===== src/core/rsq_pkg.sv =====
// constants, types and helpers for the regulator enable sequencer
// How it works
// - boost gating field picks bit-only or bit AND pin
// - boost off when enable bit clear
// - discharge bit connects resistor, resets to one
// - step-down 0 start waits programmed 0.5 ms steps
// - step-down 0 stop waits programmed shutdown steps
// - step-down 1 start waits programmed 0.5 ms steps
// - step-down 1 stop waits programmed shutdown steps
// - scale select makes every step 1 ms
// - boost enable, pin and voltage fields load defaults from one-time memory
package rsq_pkg;

  // register offsets
  localparam logic [7:0] RSQ_BOOST_CONTROL_OFS     = 8'h08;
  localparam logic [7:0] RSQ_STEP_DOWN0_DELAYS_OFS = 8'h09;
  localparam logic [7:0] RSQ_STEP_DOWN1_DELAYS_OFS = 8'h0A;

  // reset values
  localparam logic [7:0] RSQ_BOOST_CONTROL_RST     = 8'h08;
  localparam logic [7:0] RSQ_STEP_DOWN_DELAYS_RST  = 8'h00;
  localparam logic [7:0] RSQ_RDATA_UNMAPPED        = 8'h00;

  // boost_control fields
  localparam int RSQ_BOOST_EN_BIT        = 0;
  localparam int RSQ_BOOST_PIN_LSB       = 1;
  localparam int RSQ_BOOST_PIN_MSB       = 2;
  localparam int RSQ_BOOST_DISCHARGE_BIT = 3;
  localparam int RSQ_BOOST_VSET_LSB      = 6;
  localparam int RSQ_BOOST_VSET_MSB      = 7;

  // step_downN_delays fields
  localparam int RSQ_ON_DELAY_LSB  = 0;
  localparam int RSQ_ON_DELAY_MSB  = 3;
  localparam int RSQ_OFF_DELAY_LSB = 4;
  localparam int RSQ_OFF_DELAY_MSB = 7;

  // pin gating selections
  localparam logic [1:0] RSQ_GATE_NONE = 2'h0;
  localparam logic [1:0] RSQ_GATE_PIN1 = 2'h1;
  localparam logic [1:0] RSQ_GATE_PIN2 = 2'h2;
  localparam logic [1:0] RSQ_GATE_PIN3 = 2'h3;

  // timing
  localparam int unsigned RSQ_CLK_PERIOD_NS = 100;
  localparam int unsigned RSQ_STEP_NS       = 500_000;
  localparam int unsigned RSQ_STEP_CYCLES   = RSQ_STEP_NS / RSQ_CLK_PERIOD_NS;
  localparam int          RSQ_CYC_W         = 13;
  localparam int          RSQ_STEPS_W       = 5;

  typedef struct packed {
    logic                   active;
    logic                   prev;
    logic                   pending;
    logic [RSQ_STEPS_W-1:0] steps;
    logic [RSQ_CYC_W-1:0]   cyc;
  } rsq_seq_st_t;

  typedef struct packed {
    logic       otp_done;
    logic [7:0] boost_control;
    logic [7:0] sd0_delays;
    logic [7:0] sd1_delays;
    logic [7:0] rdata;
    logic       boost_on;
    logic       discharge;
  } rsq_top_st_t;

  // enable bit, optionally ANDed with one enable pin
  function automatic logic rsq_gate(input logic en, input logic [1:0] sel, input logic [3:1] pins);
    logic g;
    g = en;
    unique case (sel)
      RSQ_GATE_NONE: g = en;
      RSQ_GATE_PIN1: g = en & pins[1];
      RSQ_GATE_PIN2: g = en & pins[2];
      RSQ_GATE_PIN3: g = en & pins[3];
    endcase
    return g;
  endfunction : rsq_gate

endpackage : rsq_pkg


===== src/core/rsq_delay_seq.sv =====
// start-up and shutdown delay timer for one converter
`timescale 1ns/1ps
`default_nettype none
module rsq_delay_seq
  import rsq_pkg::*;
#(
  parameter int unsigned TICK_CYCLES = RSQ_STEP_CYCLES
)
(
  // clock and reset
  input  wire logic       clk_sys_i,
  input  wire logic       arst_n_i,
  // control
  input  wire logic       ctrl_i,
  input  wire logic       scale_sel_i,
  input  wire logic [3:0] on_code_i,
  input  wire logic [3:0] off_code_i,
  // result
  output logic            active_o
);

  localparam logic [RSQ_CYC_W-1:0]   CYC_LAST  = RSQ_CYC_W'(TICK_CYCLES - 1);
  localparam logic [RSQ_STEPS_W-1:0] STEP_ONE  = 5'h01;

  rsq_seq_st_t st_reg;
  rsq_seq_st_t st_next;
  logic        edge_seen;
  logic [3:0]  sel_code;

  assign edge_seen = (ctrl_i != st_reg.prev);
  assign sel_code  = ctrl_i ? on_code_i : off_code_i;
  assign active_o  = st_reg.active;

  always_comb
  begin
    st_next = st_reg;
    if (edge_seen)
    begin
      // any change restarts the wait from zero
      st_next.prev  = ctrl_i;
      st_next.cyc   = '0;
      st_next.steps = scale_sel_i ? {sel_code, 1'b0} : {1'b0, sel_code};
      if (sel_code == 4'h0)
      begin
        st_next.active  = ctrl_i;
        st_next.pending = 1'b0;
      end
      else
      begin
        st_next.pending = 1'b1;
      end
    end
    else if (st_reg.pending)
    begin
      if (st_reg.cyc == CYC_LAST)
      begin
        st_next.cyc   = '0;
        st_next.steps = st_reg.steps - STEP_ONE;
        if (st_reg.steps == STEP_ONE)
        begin
          st_next.active  = st_reg.prev;
          st_next.pending = 1'b0;
        end
      end
      else
      begin
        st_next.cyc = st_reg.cyc + RSQ_CYC_W'(1);
      end
    end
  end

  always_ff @(posedge clk_sys_i or negedge arst_n_i)
  begin
    if (!arst_n_i)
    begin
      st_reg <= '0;
    end
    else
    begin
      st_reg <= st_next;
    end
  end
endmodule : rsq_delay_seq
`default_nettype wire


===== src/core/rsq_sequencer.sv =====
// boost control and step-down enable sequencing registers
`timescale 1ns/1ps
`default_nettype none
module rsq_sequencer
  import rsq_pkg::*;
#(
  parameter int unsigned TICK_CYCLES = RSQ_STEP_CYCLES
)
(
  // clock and reset
  input  wire logic       clk_sys_i,
  input  wire logic       arst_n_i,
  // register port
  input  wire logic [7:0] reg_addr_i,
  input  wire logic [7:0] reg_wdata_i,
  input  wire logic       reg_wr_i,
  input  wire logic       reg_rd_i,
  output logic      [7:0] reg_rdata_o,
  // one-time memory defaults for boost_control
  input  wire logic [7:0] otp_boost_control_i,
  // enable input pins
  input  wire logic       enable_input_1_i,
  input  wire logic       enable_input_2_i,
  input  wire logic       enable_input_3_i,
  // configuration and step-down enables kept elsewhere
  input  wire logic       delay_scale_sel_i,
  input  wire logic       step_down0_en_i,
  input  wire logic [1:0] step_down0_pin_sel_i,
  input  wire logic       step_down1_en_i,
  input  wire logic [1:0] step_down1_pin_sel_i,
  // converter controls
  output logic            boost_on_o,
  output logic            boost_discharge_on_o,
  output logic      [1:0] boost_vset_o,
  output logic            step_down_0_on_o,
  output logic            step_down_1_on_o
);

  rsq_top_st_t st_reg;
  rsq_top_st_t st_next;
  logic [3:1]  pins;
  logic        boost_ctrl;
  logic        sd0_ctrl;
  logic        sd1_ctrl;

  assign pins = {enable_input_3_i, enable_input_2_i, enable_input_1_i};

  // effective control signals
  assign boost_ctrl = rsq_gate(st_reg.boost_control[RSQ_BOOST_EN_BIT],
                               st_reg.boost_control[RSQ_BOOST_PIN_MSB:RSQ_BOOST_PIN_LSB], pins);
  assign sd0_ctrl   = rsq_gate(step_down0_en_i, step_down0_pin_sel_i, pins);
  assign sd1_ctrl   = rsq_gate(step_down1_en_i, step_down1_pin_sel_i, pins);

  always_comb
  begin
    st_next = st_reg;
    if (!st_reg.otp_done)
    begin
      // first cycle after release: pull in one-time defaults
      st_next.otp_done = 1'b1;
      st_next.boost_control[RSQ_BOOST_VSET_MSB:RSQ_BOOST_VSET_LSB] =
        otp_boost_control_i[RSQ_BOOST_VSET_MSB:RSQ_BOOST_VSET_LSB];
      st_next.boost_control[RSQ_BOOST_PIN_MSB:RSQ_BOOST_PIN_LSB] =
        otp_boost_control_i[RSQ_BOOST_PIN_MSB:RSQ_BOOST_PIN_LSB];
      st_next.boost_control[RSQ_BOOST_EN_BIT] = otp_boost_control_i[RSQ_BOOST_EN_BIT];
    end
    else if (reg_wr_i)
    begin
      unique case (reg_addr_i)
        RSQ_BOOST_CONTROL_OFS:     st_next.boost_control = reg_wdata_i;
        RSQ_STEP_DOWN0_DELAYS_OFS: st_next.sd0_delays    = reg_wdata_i;
        RSQ_STEP_DOWN1_DELAYS_OFS: st_next.sd1_delays    = reg_wdata_i;
        default:                   st_next.sd0_delays    = st_reg.sd0_delays;
      endcase
    end
    if (reg_rd_i)
    begin
      unique case (reg_addr_i)
        RSQ_BOOST_CONTROL_OFS:     st_next.rdata = st_reg.boost_control;
        RSQ_STEP_DOWN0_DELAYS_OFS: st_next.rdata = st_reg.sd0_delays;
        RSQ_STEP_DOWN1_DELAYS_OFS: st_next.rdata = st_reg.sd1_delays;
        default:                   st_next.rdata = RSQ_RDATA_UNMAPPED;
      endcase
    end
    st_next.boost_on  = boost_ctrl;
    st_next.discharge = st_reg.boost_control[RSQ_BOOST_DISCHARGE_BIT];
  end

  always_ff @(posedge clk_sys_i or negedge arst_n_i)
  begin
    if (!arst_n_i)
    begin
      st_reg               <= '0;
      st_reg.boost_control <= RSQ_BOOST_CONTROL_RST;
      st_reg.sd0_delays    <= RSQ_STEP_DOWN_DELAYS_RST;
      st_reg.sd1_delays    <= RSQ_STEP_DOWN_DELAYS_RST;
      st_reg.discharge     <= RSQ_BOOST_CONTROL_RST[RSQ_BOOST_DISCHARGE_BIT];
    end
    else
    begin
      st_reg <= st_next;
    end
  end

  assign reg_rdata_o          = st_reg.rdata;
  assign boost_on_o           = st_reg.boost_on;
  assign boost_discharge_on_o = st_reg.discharge;
  assign boost_vset_o         = st_reg.boost_control[RSQ_BOOST_VSET_MSB:RSQ_BOOST_VSET_LSB];

  // step-down 0 timing
  rsq_delay_seq #(
    .TICK_CYCLES (TICK_CYCLES)
  ) u_step_down0_seq (
    .clk_sys_i   (clk_sys_i),
    .arst_n_i    (arst_n_i),
    .ctrl_i      (sd0_ctrl),
    .scale_sel_i (delay_scale_sel_i),
    .on_code_i   (st_reg.sd0_delays[RSQ_ON_DELAY_MSB:RSQ_ON_DELAY_LSB]),
    .off_code_i  (st_reg.sd0_delays[RSQ_OFF_DELAY_MSB:RSQ_OFF_DELAY_LSB]),
    .active_o    (step_down_0_on_o)
  );

  // step-down 1 timing
  rsq_delay_seq #(
    .TICK_CYCLES (TICK_CYCLES)
  ) u_step_down1_seq (
    .clk_sys_i   (clk_sys_i),
    .arst_n_i    (arst_n_i),
    .ctrl_i      (sd1_ctrl),
    .scale_sel_i (delay_scale_sel_i),
    .on_code_i   (st_reg.sd1_delays[RSQ_ON_DELAY_MSB:RSQ_ON_DELAY_LSB]),
    .off_code_i  (st_reg.sd1_delays[RSQ_OFF_DELAY_MSB:RSQ_OFF_DELAY_LSB]),
    .active_o    (step_down_1_on_o)
  );
endmodule : rsq_sequencer
`default_nettype wire


===== config.mk =====
export PLATFORM = sky130hd
export DESIGN_NAME = rsq_sequencer
export DESIGN_NICKNAME = d
export VERILOG_FILES = /design/src/core/rsq_pkg.sv /design/src/core/rsq_delay_seq.sv /design/src/core/rsq_sequencer.sv
export SDC_FILE = /design/constraint.sdc
export NUM_CORES = 1
export LEC_CHECK = 0
export ABC_AREA = 1
export BUFFER_PORTS_ARGS = -buffer_cell sky130_fd_sc_hd__buf_4
export CAP_MARGIN = 5
export CORE_MARGIN = 2
export CORE_UTILIZATION = 43
export DETAILED_ROUTE_END_ITERATION = 8
export HOLD_SLACK_MARGIN = 0.08
export PLACE_DENSITY = 0.7
export SYNTH_ARGS = -nofsm -noshare
export SYNTH_HDL_FRONTEND = slang
export SYNTH_SLANG_ARGS = --single-unit

===== constraint.sdc =====
create_clock -name clk_sys_i -period 2.2 [get_ports clk_sys_i]
set_input_delay 0.66 -clock clk_sys_i [delete_from_list [all_inputs] [get_ports clk_sys_i]]
set_output_delay 0.66 -clock clk_sys_i [all_outputs]
set_load 0.01 [all_outputs]

# [Word-level counts from Yosys, hierarchy flattened]
# Cells that the tools add are included.
[word_totals] ff_bits=77 in_bits=38 output_inout_bits=14
[classes] n_addsub=4 n_eq_ne=22 muxes=36 bitwise_logic=9 n_reduce_logical=19
[ops] operator="19-bit two-way mux" n=4
[ops] operator="13-bit by 1-bit adder with 13-bit output (second input constant)" n=2
[ops] operator="13-bit == test (second input constant)" n=2
[ops] operator="13-bit two-way mux" n=2
[ops] operator="8-bit by 4-bit == test with 1-bit output (second input constant)" n=3
[ops] operator="24-bit two-way mux" n=1
[ops] operator="8-bit two-way mux" n=3
[ops] operator="8-bit case mux with 3 select lines" n=1
[ops] operator="1-bit two-way mux" n=14
[ops] operator="2-bit == test (second input constant)" n=6
[ops] operator="6-bit two-way mux" n=2
[ops] operator="1-bit case mux with 4 select lines" n=3
[ops] operator="2-bit nonzero test" n=6
[ops] operator="5-bit by 1-bit == test with 1-bit output (second input constant)" n=2
[ops] operator="5-bit two-way mux" n=2
[ops] operator="5-bit by 1-bit subtractor with 5-bit output (second input constant)" n=2
[ops] operator="1-bit bitwise AND" n=9
[ops] operator="3-bit AND reduction" n=3
[ops] operator="4-bit logical NOT" n=2
[ops] operator="4-bit two-way mux" n=2
[ops] operator="4-bit AND reduction" n=2
[ops] operator="2-bit by 1-bit == test with 1-bit output (second input constant)" n=3
[ops] operator="2-bit logical NOT" n=3
[ops] operator="2-bit inequality test (second input constant)" n=3
[ops] operator="5 further kinds" n=8

# [Depth between registers and ports, before layout]
# Gate-level depths: netlist of the first run.
[logic_depth] ltp_word=6 mapped_depth=14 ltp_nobuf=14

# [Cells and area by module]
# Synthesis of the first run repeated with hierarchy kept, for this count alone.
[hier_totals] cells_unflattened=584 hier_area_um2=4630.7
[modules_own_cells] mod="rsq_delay_seq" instances=2 cells_per_inst=184 area_per_inst_um2=1392.6 seq_area_each_um2=525.5
[modules_own_cells] mod="rsq_sequencer" instances=1 cells_per_inst=216 area_per_inst_um2=1845.5 seq_area_each_um2=878.3

# [Worst setup path before layout of the first run]
# Ideal clock, no wire load.
[synth_timing] kind="input-to-reg" start="input port step_down1_pin_sel_i[0]" end="register u_step_down1_seq.st_reg[12] (netlist bit)" arrival_ns=2.263 path_slack_ns=-0.189 cell_stages=12 path_buffers=0 cell_sequence="inv_1 > nor2_1 > nand2_1 > nand3_1 > inv_1 > ha_1 > inv_1 > nor2_1 > inv_2 > nand4_1 > xor2_1 > a21oi_1"
[synth_via] elab_chain_cells=4
[synth_lines] item="start, declared" line_no="rsq_sequencer.sv:30" rtl="input wire logic [1:0] step_down1_pin_sel_i,"
[synth_lines] item="2-bit == test (tied with other cells)" line_no="rsq_pkg.sv:73" rtl="unique case (sel)"
[synth_lines] item="1-bit case mux with 4 select lines *" line_no="rsq_pkg.sv:73"
[synth_lines] item="net sd1_ctrl" line_no="rsq_sequencer.sv:44" rtl="logic sd1_ctrl;"
[synth_lines] item="1-bit inequality test *" line_no="rsq_delay_seq.sv:30" rtl="assign edge_seen = (ctrl_i != st_reg.prev);"
[synth_lines] item="19-bit two-way mux / 2-bit nonzero test (equally long branches)"
[synth_lines] item="end signal, assigned" line_no="rsq_delay_seq.sv:80" rtl="st_reg <= st_next;"
[synth_lines] item="end, declared" line_no="rsq_delay_seq.sv:25" rtl="rsq_seq_st_t st_reg;"
# Mark *: on every way through the listed nets, which the timed path passes. The rest lies on a longest branch.
# A chain may end at the register's enable or synchronous reset.

# [Worst setup path after layout of the first run]
[layout_timing] start="input port step_down0_pin_sel_i[1]" end="register u_step_down0_seq.st_reg[12] (netlist bit)"
[layout_via] elab_chain_cells=4
[layout_lines] item="start, declared" line_no="rsq_sequencer.sv:28" rtl="input wire logic [1:0] step_down0_pin_sel_i,"
[layout_lines] item="2-bit == test (tied with other cells)" line_no="rsq_pkg.sv:73"
[layout_lines] item="1-bit case mux with 4 select lines *" line_no="rsq_pkg.sv:73"
[layout_lines] item="net sd0_ctrl" line_no="rsq_sequencer.sv:43" rtl="logic sd0_ctrl;"
[layout_lines] item="1-bit inequality test *" line_no="rsq_delay_seq.sv:30"
[layout_lines] item="19-bit two-way mux / 2-bit nonzero test (equally long branches)"
[layout_lines] item="end signal, assigned" line_no="rsq_delay_seq.sv:80"
[layout_lines] item="end, declared" line_no="rsq_delay_seq.sv:25"
# Marks and branches as above.

==> results.py, run 1 <==
metrics = {
    "die": {
        "core_area_um2": 9860,
        "pin_count": 52,
        "die_area_um2": 11000,
        "rows": 36,
        "die_y_um": 105,
        "start_util_pct": 44.5,
        "die_w_um": 105,
    },
    "global_routing": {
        "grt_max_degree": 60,
        "antenna_found_initial": 0,
        "globalRouteTotalUtil_pct": 19.4,
        "grt_overflow": 0,
        "grt_pass1_vias": 4001,
        "grt_pass1_wl_um": 17600,
    },
    "worst_setup_path": {
        "path_max_fanout": 6,
        "path_cells": "buf_4 > nand3b_1 > nand3_2 > inv_1 > ha_1 > inv_1 > nor2_4 > nor3_1 > a21oi_1 > nor3_1",
        "worst_ep_required_time_ns": 2.48,
        "cp-end-kind": "flip-flop",
        "critPathLaunch": "step_down0_pin_sel_i[1]",
        "crit_slowest_cell": "ha_1",
        "worstPathArrival_ns": 2.24,
        "path_delay_family": "simple AND/OR/NAND/NOR gates",
        "critPathKind": "in -> reg",
        "path_buf_inv": 3,
        "startpoint_type": "primary input",
        "r2r-start": "u_step_down1_seq.st_reg[0]",
        "critPathMaxStageDelay_ns": 0.33,
    },
    "drt": {
        "wl_met2_um": 4870,
        "via_per_inst": 5.04,
        "routed_wl_um": 9760,
        "first_iter_violations": 170,
        "wl_per_cell_um": 12.6,
        "m1WireLength_um": 4360,
        "vias": 3888,
        "wl_met3_um": 341,
        "ant_nets": 0,
        "route.detailed.drc": 0,
        "highest_layer": "met4",
        "drtPass1Iterations": 4,
    },
    "timing": {
        "fin_crit_ns": 1.96,
        "fin_ws_ns": 0.237,
        "rsz0062_at_grt": "false",
        "tns_ns": 0,
        "fin_skew_ns": 0.00627,
        "fmax_mhz": 509,
        "period_share_pct": 89.2,
        "slew_viol_final": 0,
        "setup_viol": 0,
        "finalHoldViolations": 0,
    },
    "run_status": {
        "status": "completed",
    },
    "layout": {
        "multi_input_area_um2": 2140,
        "fillers": 928,
        "fin_cells": 772,
        "fin_area_um2": 5280,
        "largest_reg_flops": 22,
        "fin_nets": 684,
        "antenna_cells": 0,
        "drive_gt1_share_pct": 20.3,
        "areaGrowthSynthToFinish_pct": 20.2,
        "seq_area_um2": 1930,
    },
    "placed_design": {
        "port_buffers": 48,
        "place_ws_ns": -0.134,
        "place_congestion": 0.852,
        "dp.cells": 756,
        "place_hpwl_um": 7370,
        "dpl-instance-area_um2": 5050,
    },
    "synth": {
        "syn_nets": 611,
        "ys_seq_elements": 77,
        "ys_seq_area_share_pct": 43.9,
        "synthArstFlopShare_pct": 100,
        "syn-mean-instance-area_um2": 7.83,
        "synthFlopType": "dfrtp_1",
        "netlist_instances": 561,
        "synth_edf_count": 0,
        "ys_warn_count": 0,
        "syn-cell-area_um2": 4390,
        "synth.distinct_cells": 41,
    },
    "cts": {
        "clk_pin_slew_ns": 0.08,
        "htreeDepth": 3,
        "clock-sinks": 77,
        "cts_resized": 0,
        "cts_hold_buffers": 0,
        "cts_tree": "yes",
        "clk_latency_ns": 0.36,
        "postCtsSetupBuffers": 0,
        "clock-root-buffer": "clkbuf_8",
        "numCtsBuffers": 9,
        "cts_buffer_depth": 2,
    },
    "worst_hold_path": {
        "min_path_type": "in -> async",
    },
    "pwr": {
        "power.total_mw": 4.20,
        "leakage_nw": 2.63,
        "max-vdd-ir-drop_mv": 0.423,
        "p_per_area_nw_per_um2": 795,
    },
    "run": {
        "max_cap_violations": 0,
    },
}
final timing paths:
path / endpoint / slack [ns] / cells past startpoint
worst min-delay path: st_reg[34] / 0.16 / 1
worst max-delay path: u_step_down0_seq.st_reg[12] / 0.24 / 10
max in group asynchronous: st_reg[14] / 1.42 / 2
worst min register to register: boost_discharge_on_o / 0.39 / 0
worst max register to register: u_step_down1_seq.st_reg[13] / 0.42 / 7
min in group clk_sys_i: boost_discharge_on_o / 0.39 / 0
cell usage in the layout, fill, tap and decap left out, drive strengths merged:
cell and n:
nand2 191, buf 76, dfrtp 75, inv 63
nor2 44, o21ai 36, nand3 34, nand4 15
xor2 15, nor3 14, clkbuf 13, ha 12
a21oi 12, o22ai 10, o211ai 5, a31oi 4
or2 3, nor4 3, dfstp 2, bufinv 2
nand3b 1, o21bai 1, xnor2 1, and2 1
o21a 1, a32o 1, and3 1, a22o 1
clkinvlp 1, conb 1
per-stage QoR:
stage / hold slack [ns] / utilization [%]
global route: 0.173 / 53.5
global placement: 0.370 / 51.2
finish: 0.164 / 53.5
detailed placement: 0.370 / 51.2
CTS: 0.162 / 53.5
floorplan: 0.361 / -
cell type report:
class                      instances  share of cell area, %
timing repair buffer              76                   11.0
clock buffer                      13                   3.01
multi-input combinational        407                   40.5
sequential                        77                   36.5
tap                              133                   3.15
inverter                          63                   4.48
clock inverter                     3                   1.28
layer usage:
metal	GRT usage, %	up-vias
met1	23.5	1850
met5	0	-
met4	6.19	0
met2	34.0	64
li1	-	1958
met3	4.37	16
worst reg2reg max path: cells and delay by family, from the launching register on:
kind	cells	cell delay (ns)
AO/OA/AOI/OAI	1	0.28
adder cells (fa/ha/maj)	1	0.21
flip-flops	1	0.40
AND/OR/NAND/NOR	5	0.81
cells in the mapped netlist, drive strengths merged (2+ instances only):
master | instances | share of area (%)
ha | 12 | 3.4
inv | 63 | 5.4
nand2 | 191 | 17
nand3 | 34 | 4.0
a31oi | 4 | 0.57
buf | 13 | 2.3
nor3 | 14 | 2.2
nor2 | 44 | 3.9
xor2 | 15 | 3.0
dfrtp | 75 | 43
nor4 | 3 | 1.1
dfstp | 2 | 1.2
o211ai | 5 | 0.85
o21ai | 36 | 4.8
a21oi | 12 | 1.9
nand4 | 15 | 2.1
or2 | 3 | 0.43
o22ai | 10 | 1.4
cells by family after synthesis:
| group | Yosys count | share of synthesized area (%) |
|---|---|---|
| simple gates | 307 | 31.3 |
| fa+ha+maj | 12 | 3.42 |
| buf+inv | 77 | 7.80 |
| other cells | 1 | 0.0854 |
| xor+xnor | 16 | 3.19 |
| flops | 77 | 43.9 |
| compound gates | 71 | 10.3 |
power breakdown:
group	internal, mW	switching, mW	total (mW)
combinational	0.526	0.723	1.25
sequential	1.58	0.138	1.72
clock	0.703	0.528	1.23
total	2.81	1.39	4.20
No activity file was read; power rests on OpenSTA's default activity.
==> inputs of run 2 (changes only) <==
==> constraint.sdc (replaced) <==
create_clock -name clk_sys_i -period 2.2 [get_ports clk_sys_i]
set_input_delay 0.44 -clock clk_sys_i [delete_from_list [all_inputs] [get_ports clk_sys_i]]
set_output_delay 0.44 -clock clk_sys_i [all_outputs]
set_load 0.01 [all_outputs]
==> run 2 against run 1 <==
Compared with the run above: fmax rose by 3.2%; core utilization decreased by 0.46 points; sequential cell count unchanged; via count fell by 1.8%; sequential share of layout area increased by 0.31 points; global-route usage up 0.076 points; hold slack gained 0.16 ns; register-to-register slack got worse by 0.02 ns; largest power group unchanged; critical path depth up 4; power decreased by 1.5%; clock power down 9.8%; routed wire length is 2.7% higher.
==> results.py, run 2 (synthesis results as in run 1) <==
metrics = {
    "timing": {
        "worst_slew_pin_slew_ns": 0.511,
        "fin_ws_ns": 0.297,
        "fin_crit_ns": 1.90,
        "slew_viol_final": 0,
        "fmax_mhz": 526,
        "holdWs_ns": 0.321,
        "period_share_pct": 86.5,
        "relSlewSlack_pct": 65.7,
        "fin_skew_ns": 0.0138,
        "rsz0062_at_grt": "false",
        "setup_viol": 0,
        "finalHoldViolations": 0,
    },
    "drt": {
        "wl_per_cell_um": 13.0,
        "via_per_inst": 4.95,
        "first_iter_violations": 229,
        "route.detailed.drc": 0,
        "vias": 3818,
        "ant_nets": 0,
        "drtPass1Iterations": 4,
        "routed_wl_um": 10000,
    },
    "cts": {
        "clk_latency_ns": 0.36,
        "numCtsBuffers": 9,
        "cts_hold_buffers": 1,
        "clock-sinks": 77,
        "htreeDepth": 3,
        "cts_resized": 0,
        "clock-root-buffer": "clkbuf_8",
        "clk_pin_slew_ns": 0.07,
        "postCtsSetupBuffers": 0,
        "cts_tree": "yes",
        "cts_buffer_depth": 2,
    },
    "layout": {
        "fin_nets": 684,
        "largest_reg_flops": 22,
        "mostFrequentLayoutCells": "nand2_1, dfrtp_1, buf_4",
        "antenna_cells": 0,
        "areaGrowthSynthToFinish_pct": 19.2,
        "utilization_pct": 53.1,
        "final_common_cell": "nand2_1",
        "drive_gt1_share_pct": 19.6,
        "fin_cells": 772,
    },
    "worst_setup_path": {
        "worstPathArrival_ns": 2.15,
        "critPathKind": "in -> reg",
        "worst_ep_required_time_ns": 2.44,
        "r2r-start": "u_step_down1_seq.st_reg[0]",
        "ff2ff_setup_slack_ns": 0.40,
        "startpoint_type": "primary input",
        "cp-end-kind": "flip-flop",
        "r2r_end": "u_step_down1_seq.st_reg[15]",
        "r2r_cells": 8,
        "path_max_fanout": 7,
    },
    "global_routing": {
        "globalRouteTotalUtil_pct": 19.4,
        "antenna_found_initial": 0,
        "grt_max_degree": 45,
        "grt_pass1_vias": 3822,
        "grt_pass1_wl_um": 17400,
        "grt_overflow": 0,
    },
    "worst_hold_path": {
        "holdPathStages": 3,
        "min_path_type": "in -> reg",
        "hp-start": "otp_boost_control_i[1]",
        "min_to": "st_reg[27]",
    },
    "run_status": {
        "status": "completed",
    },
    "die": {
        "core_area_um2": 9860,
        "die_y_um": 105,
        "die_area_um2": 11000,
        "rows": 36,
        "pin_count": 52,
        "die_w_um": 105,
        "start_util_pct": 44.5,
    },
    "placed_design": {
        "place_hpwl_um": 7480,
        "place_ws_ns": -0.0180,
        "port_buffers": 48,
        "dp.cells": 755,
        "place_congestion": 0.904,
    },
    "pwr": {
        "leakage_nw": 2.61,
        "p_per_area_nw_per_um2": 790,
        "power.total_mw": 4.13,
        "max-vdd-ir-drop_mv": 0.334,
    },
    "run": {
        "max_cap_violations": 0,
    },
}
## run 2: worst max path at each step
stage / from / end / slack [ns] / cells after the start
2_1_floorplan: step_down1_pin_sel_i[0] / u_step_down1_seq.st_reg[12] / 0.03 / 12
3_3_place_gp: enable_input_3_i / u_step_down0_seq.st_reg[15] / 0.008 / 13
3_5_place_dp: enable_input_3_i / u_step_down0_seq.st_reg[15] / -0.02 / 13
4_1_cts: step_down1_pin_sel_i[0] / u_step_down1_seq.st_reg[15] / 0.31 / 14
5_1_grt: step_down1_pin_sel_i[0] / u_step_down1_seq.st_reg[15] / 0.15 / 14
6_report: step_down1_pin_sel_i[0] / u_step_down1_seq.st_reg[15] / 0.30 / 14
## run 2: layout make-up
class	count	area, um2
clock buffers	15	166
flip-flops and latches	77	1930
well taps	133	166
multi-input cells	407	2120
inverters	63	236
repair buffers	76	586
fillers	940	4630
clock inverters	1	30.0
## run 2: per-stage QoR
stage / setup TNS, ns / instance area [um2]
floorplan: 0 / 4390
finish: 0 / 5240
detailed placement: -0.0639 / 5030
CTS: 0 / 5240
global placement: 0 / 5030
global route: 0 / 5240
## run 2: per-layer routing
layer,share of wire [%],global-route usage [%]
met4,1.9,8.29
met5,0,0
met1,46,24.4
met2,49,33.4
met3,2.4,2.74
## run 2: power breakdown
part / leakage, nW / switching [mW] / internal, mW / total, mW
Sequential: 1.03 / 0.138 / 1.58 / 1.72
Clock: 0.0979 / 0.524 / 0.590 / 1.11
Combinational: 1.48 / 0.743 / 0.559 / 1.30
Total: 2.61 / 1.40 / 2.73 / 4.13
## run 2: worst max-delay path: stages
cell and delay (ns):
buf_4 0.12, inv_1 0.07, nand2_1 0.05, nand3_1 0.13, nand3_1 0.21, inv_1 0.16
ha_1 0.26, inv_1 0.06, nor2_1 0.03, buf_4 0.15, a21oi_4 0.20, nand2_1 0.10
nor2_1 0.12, nor2_1 0.05
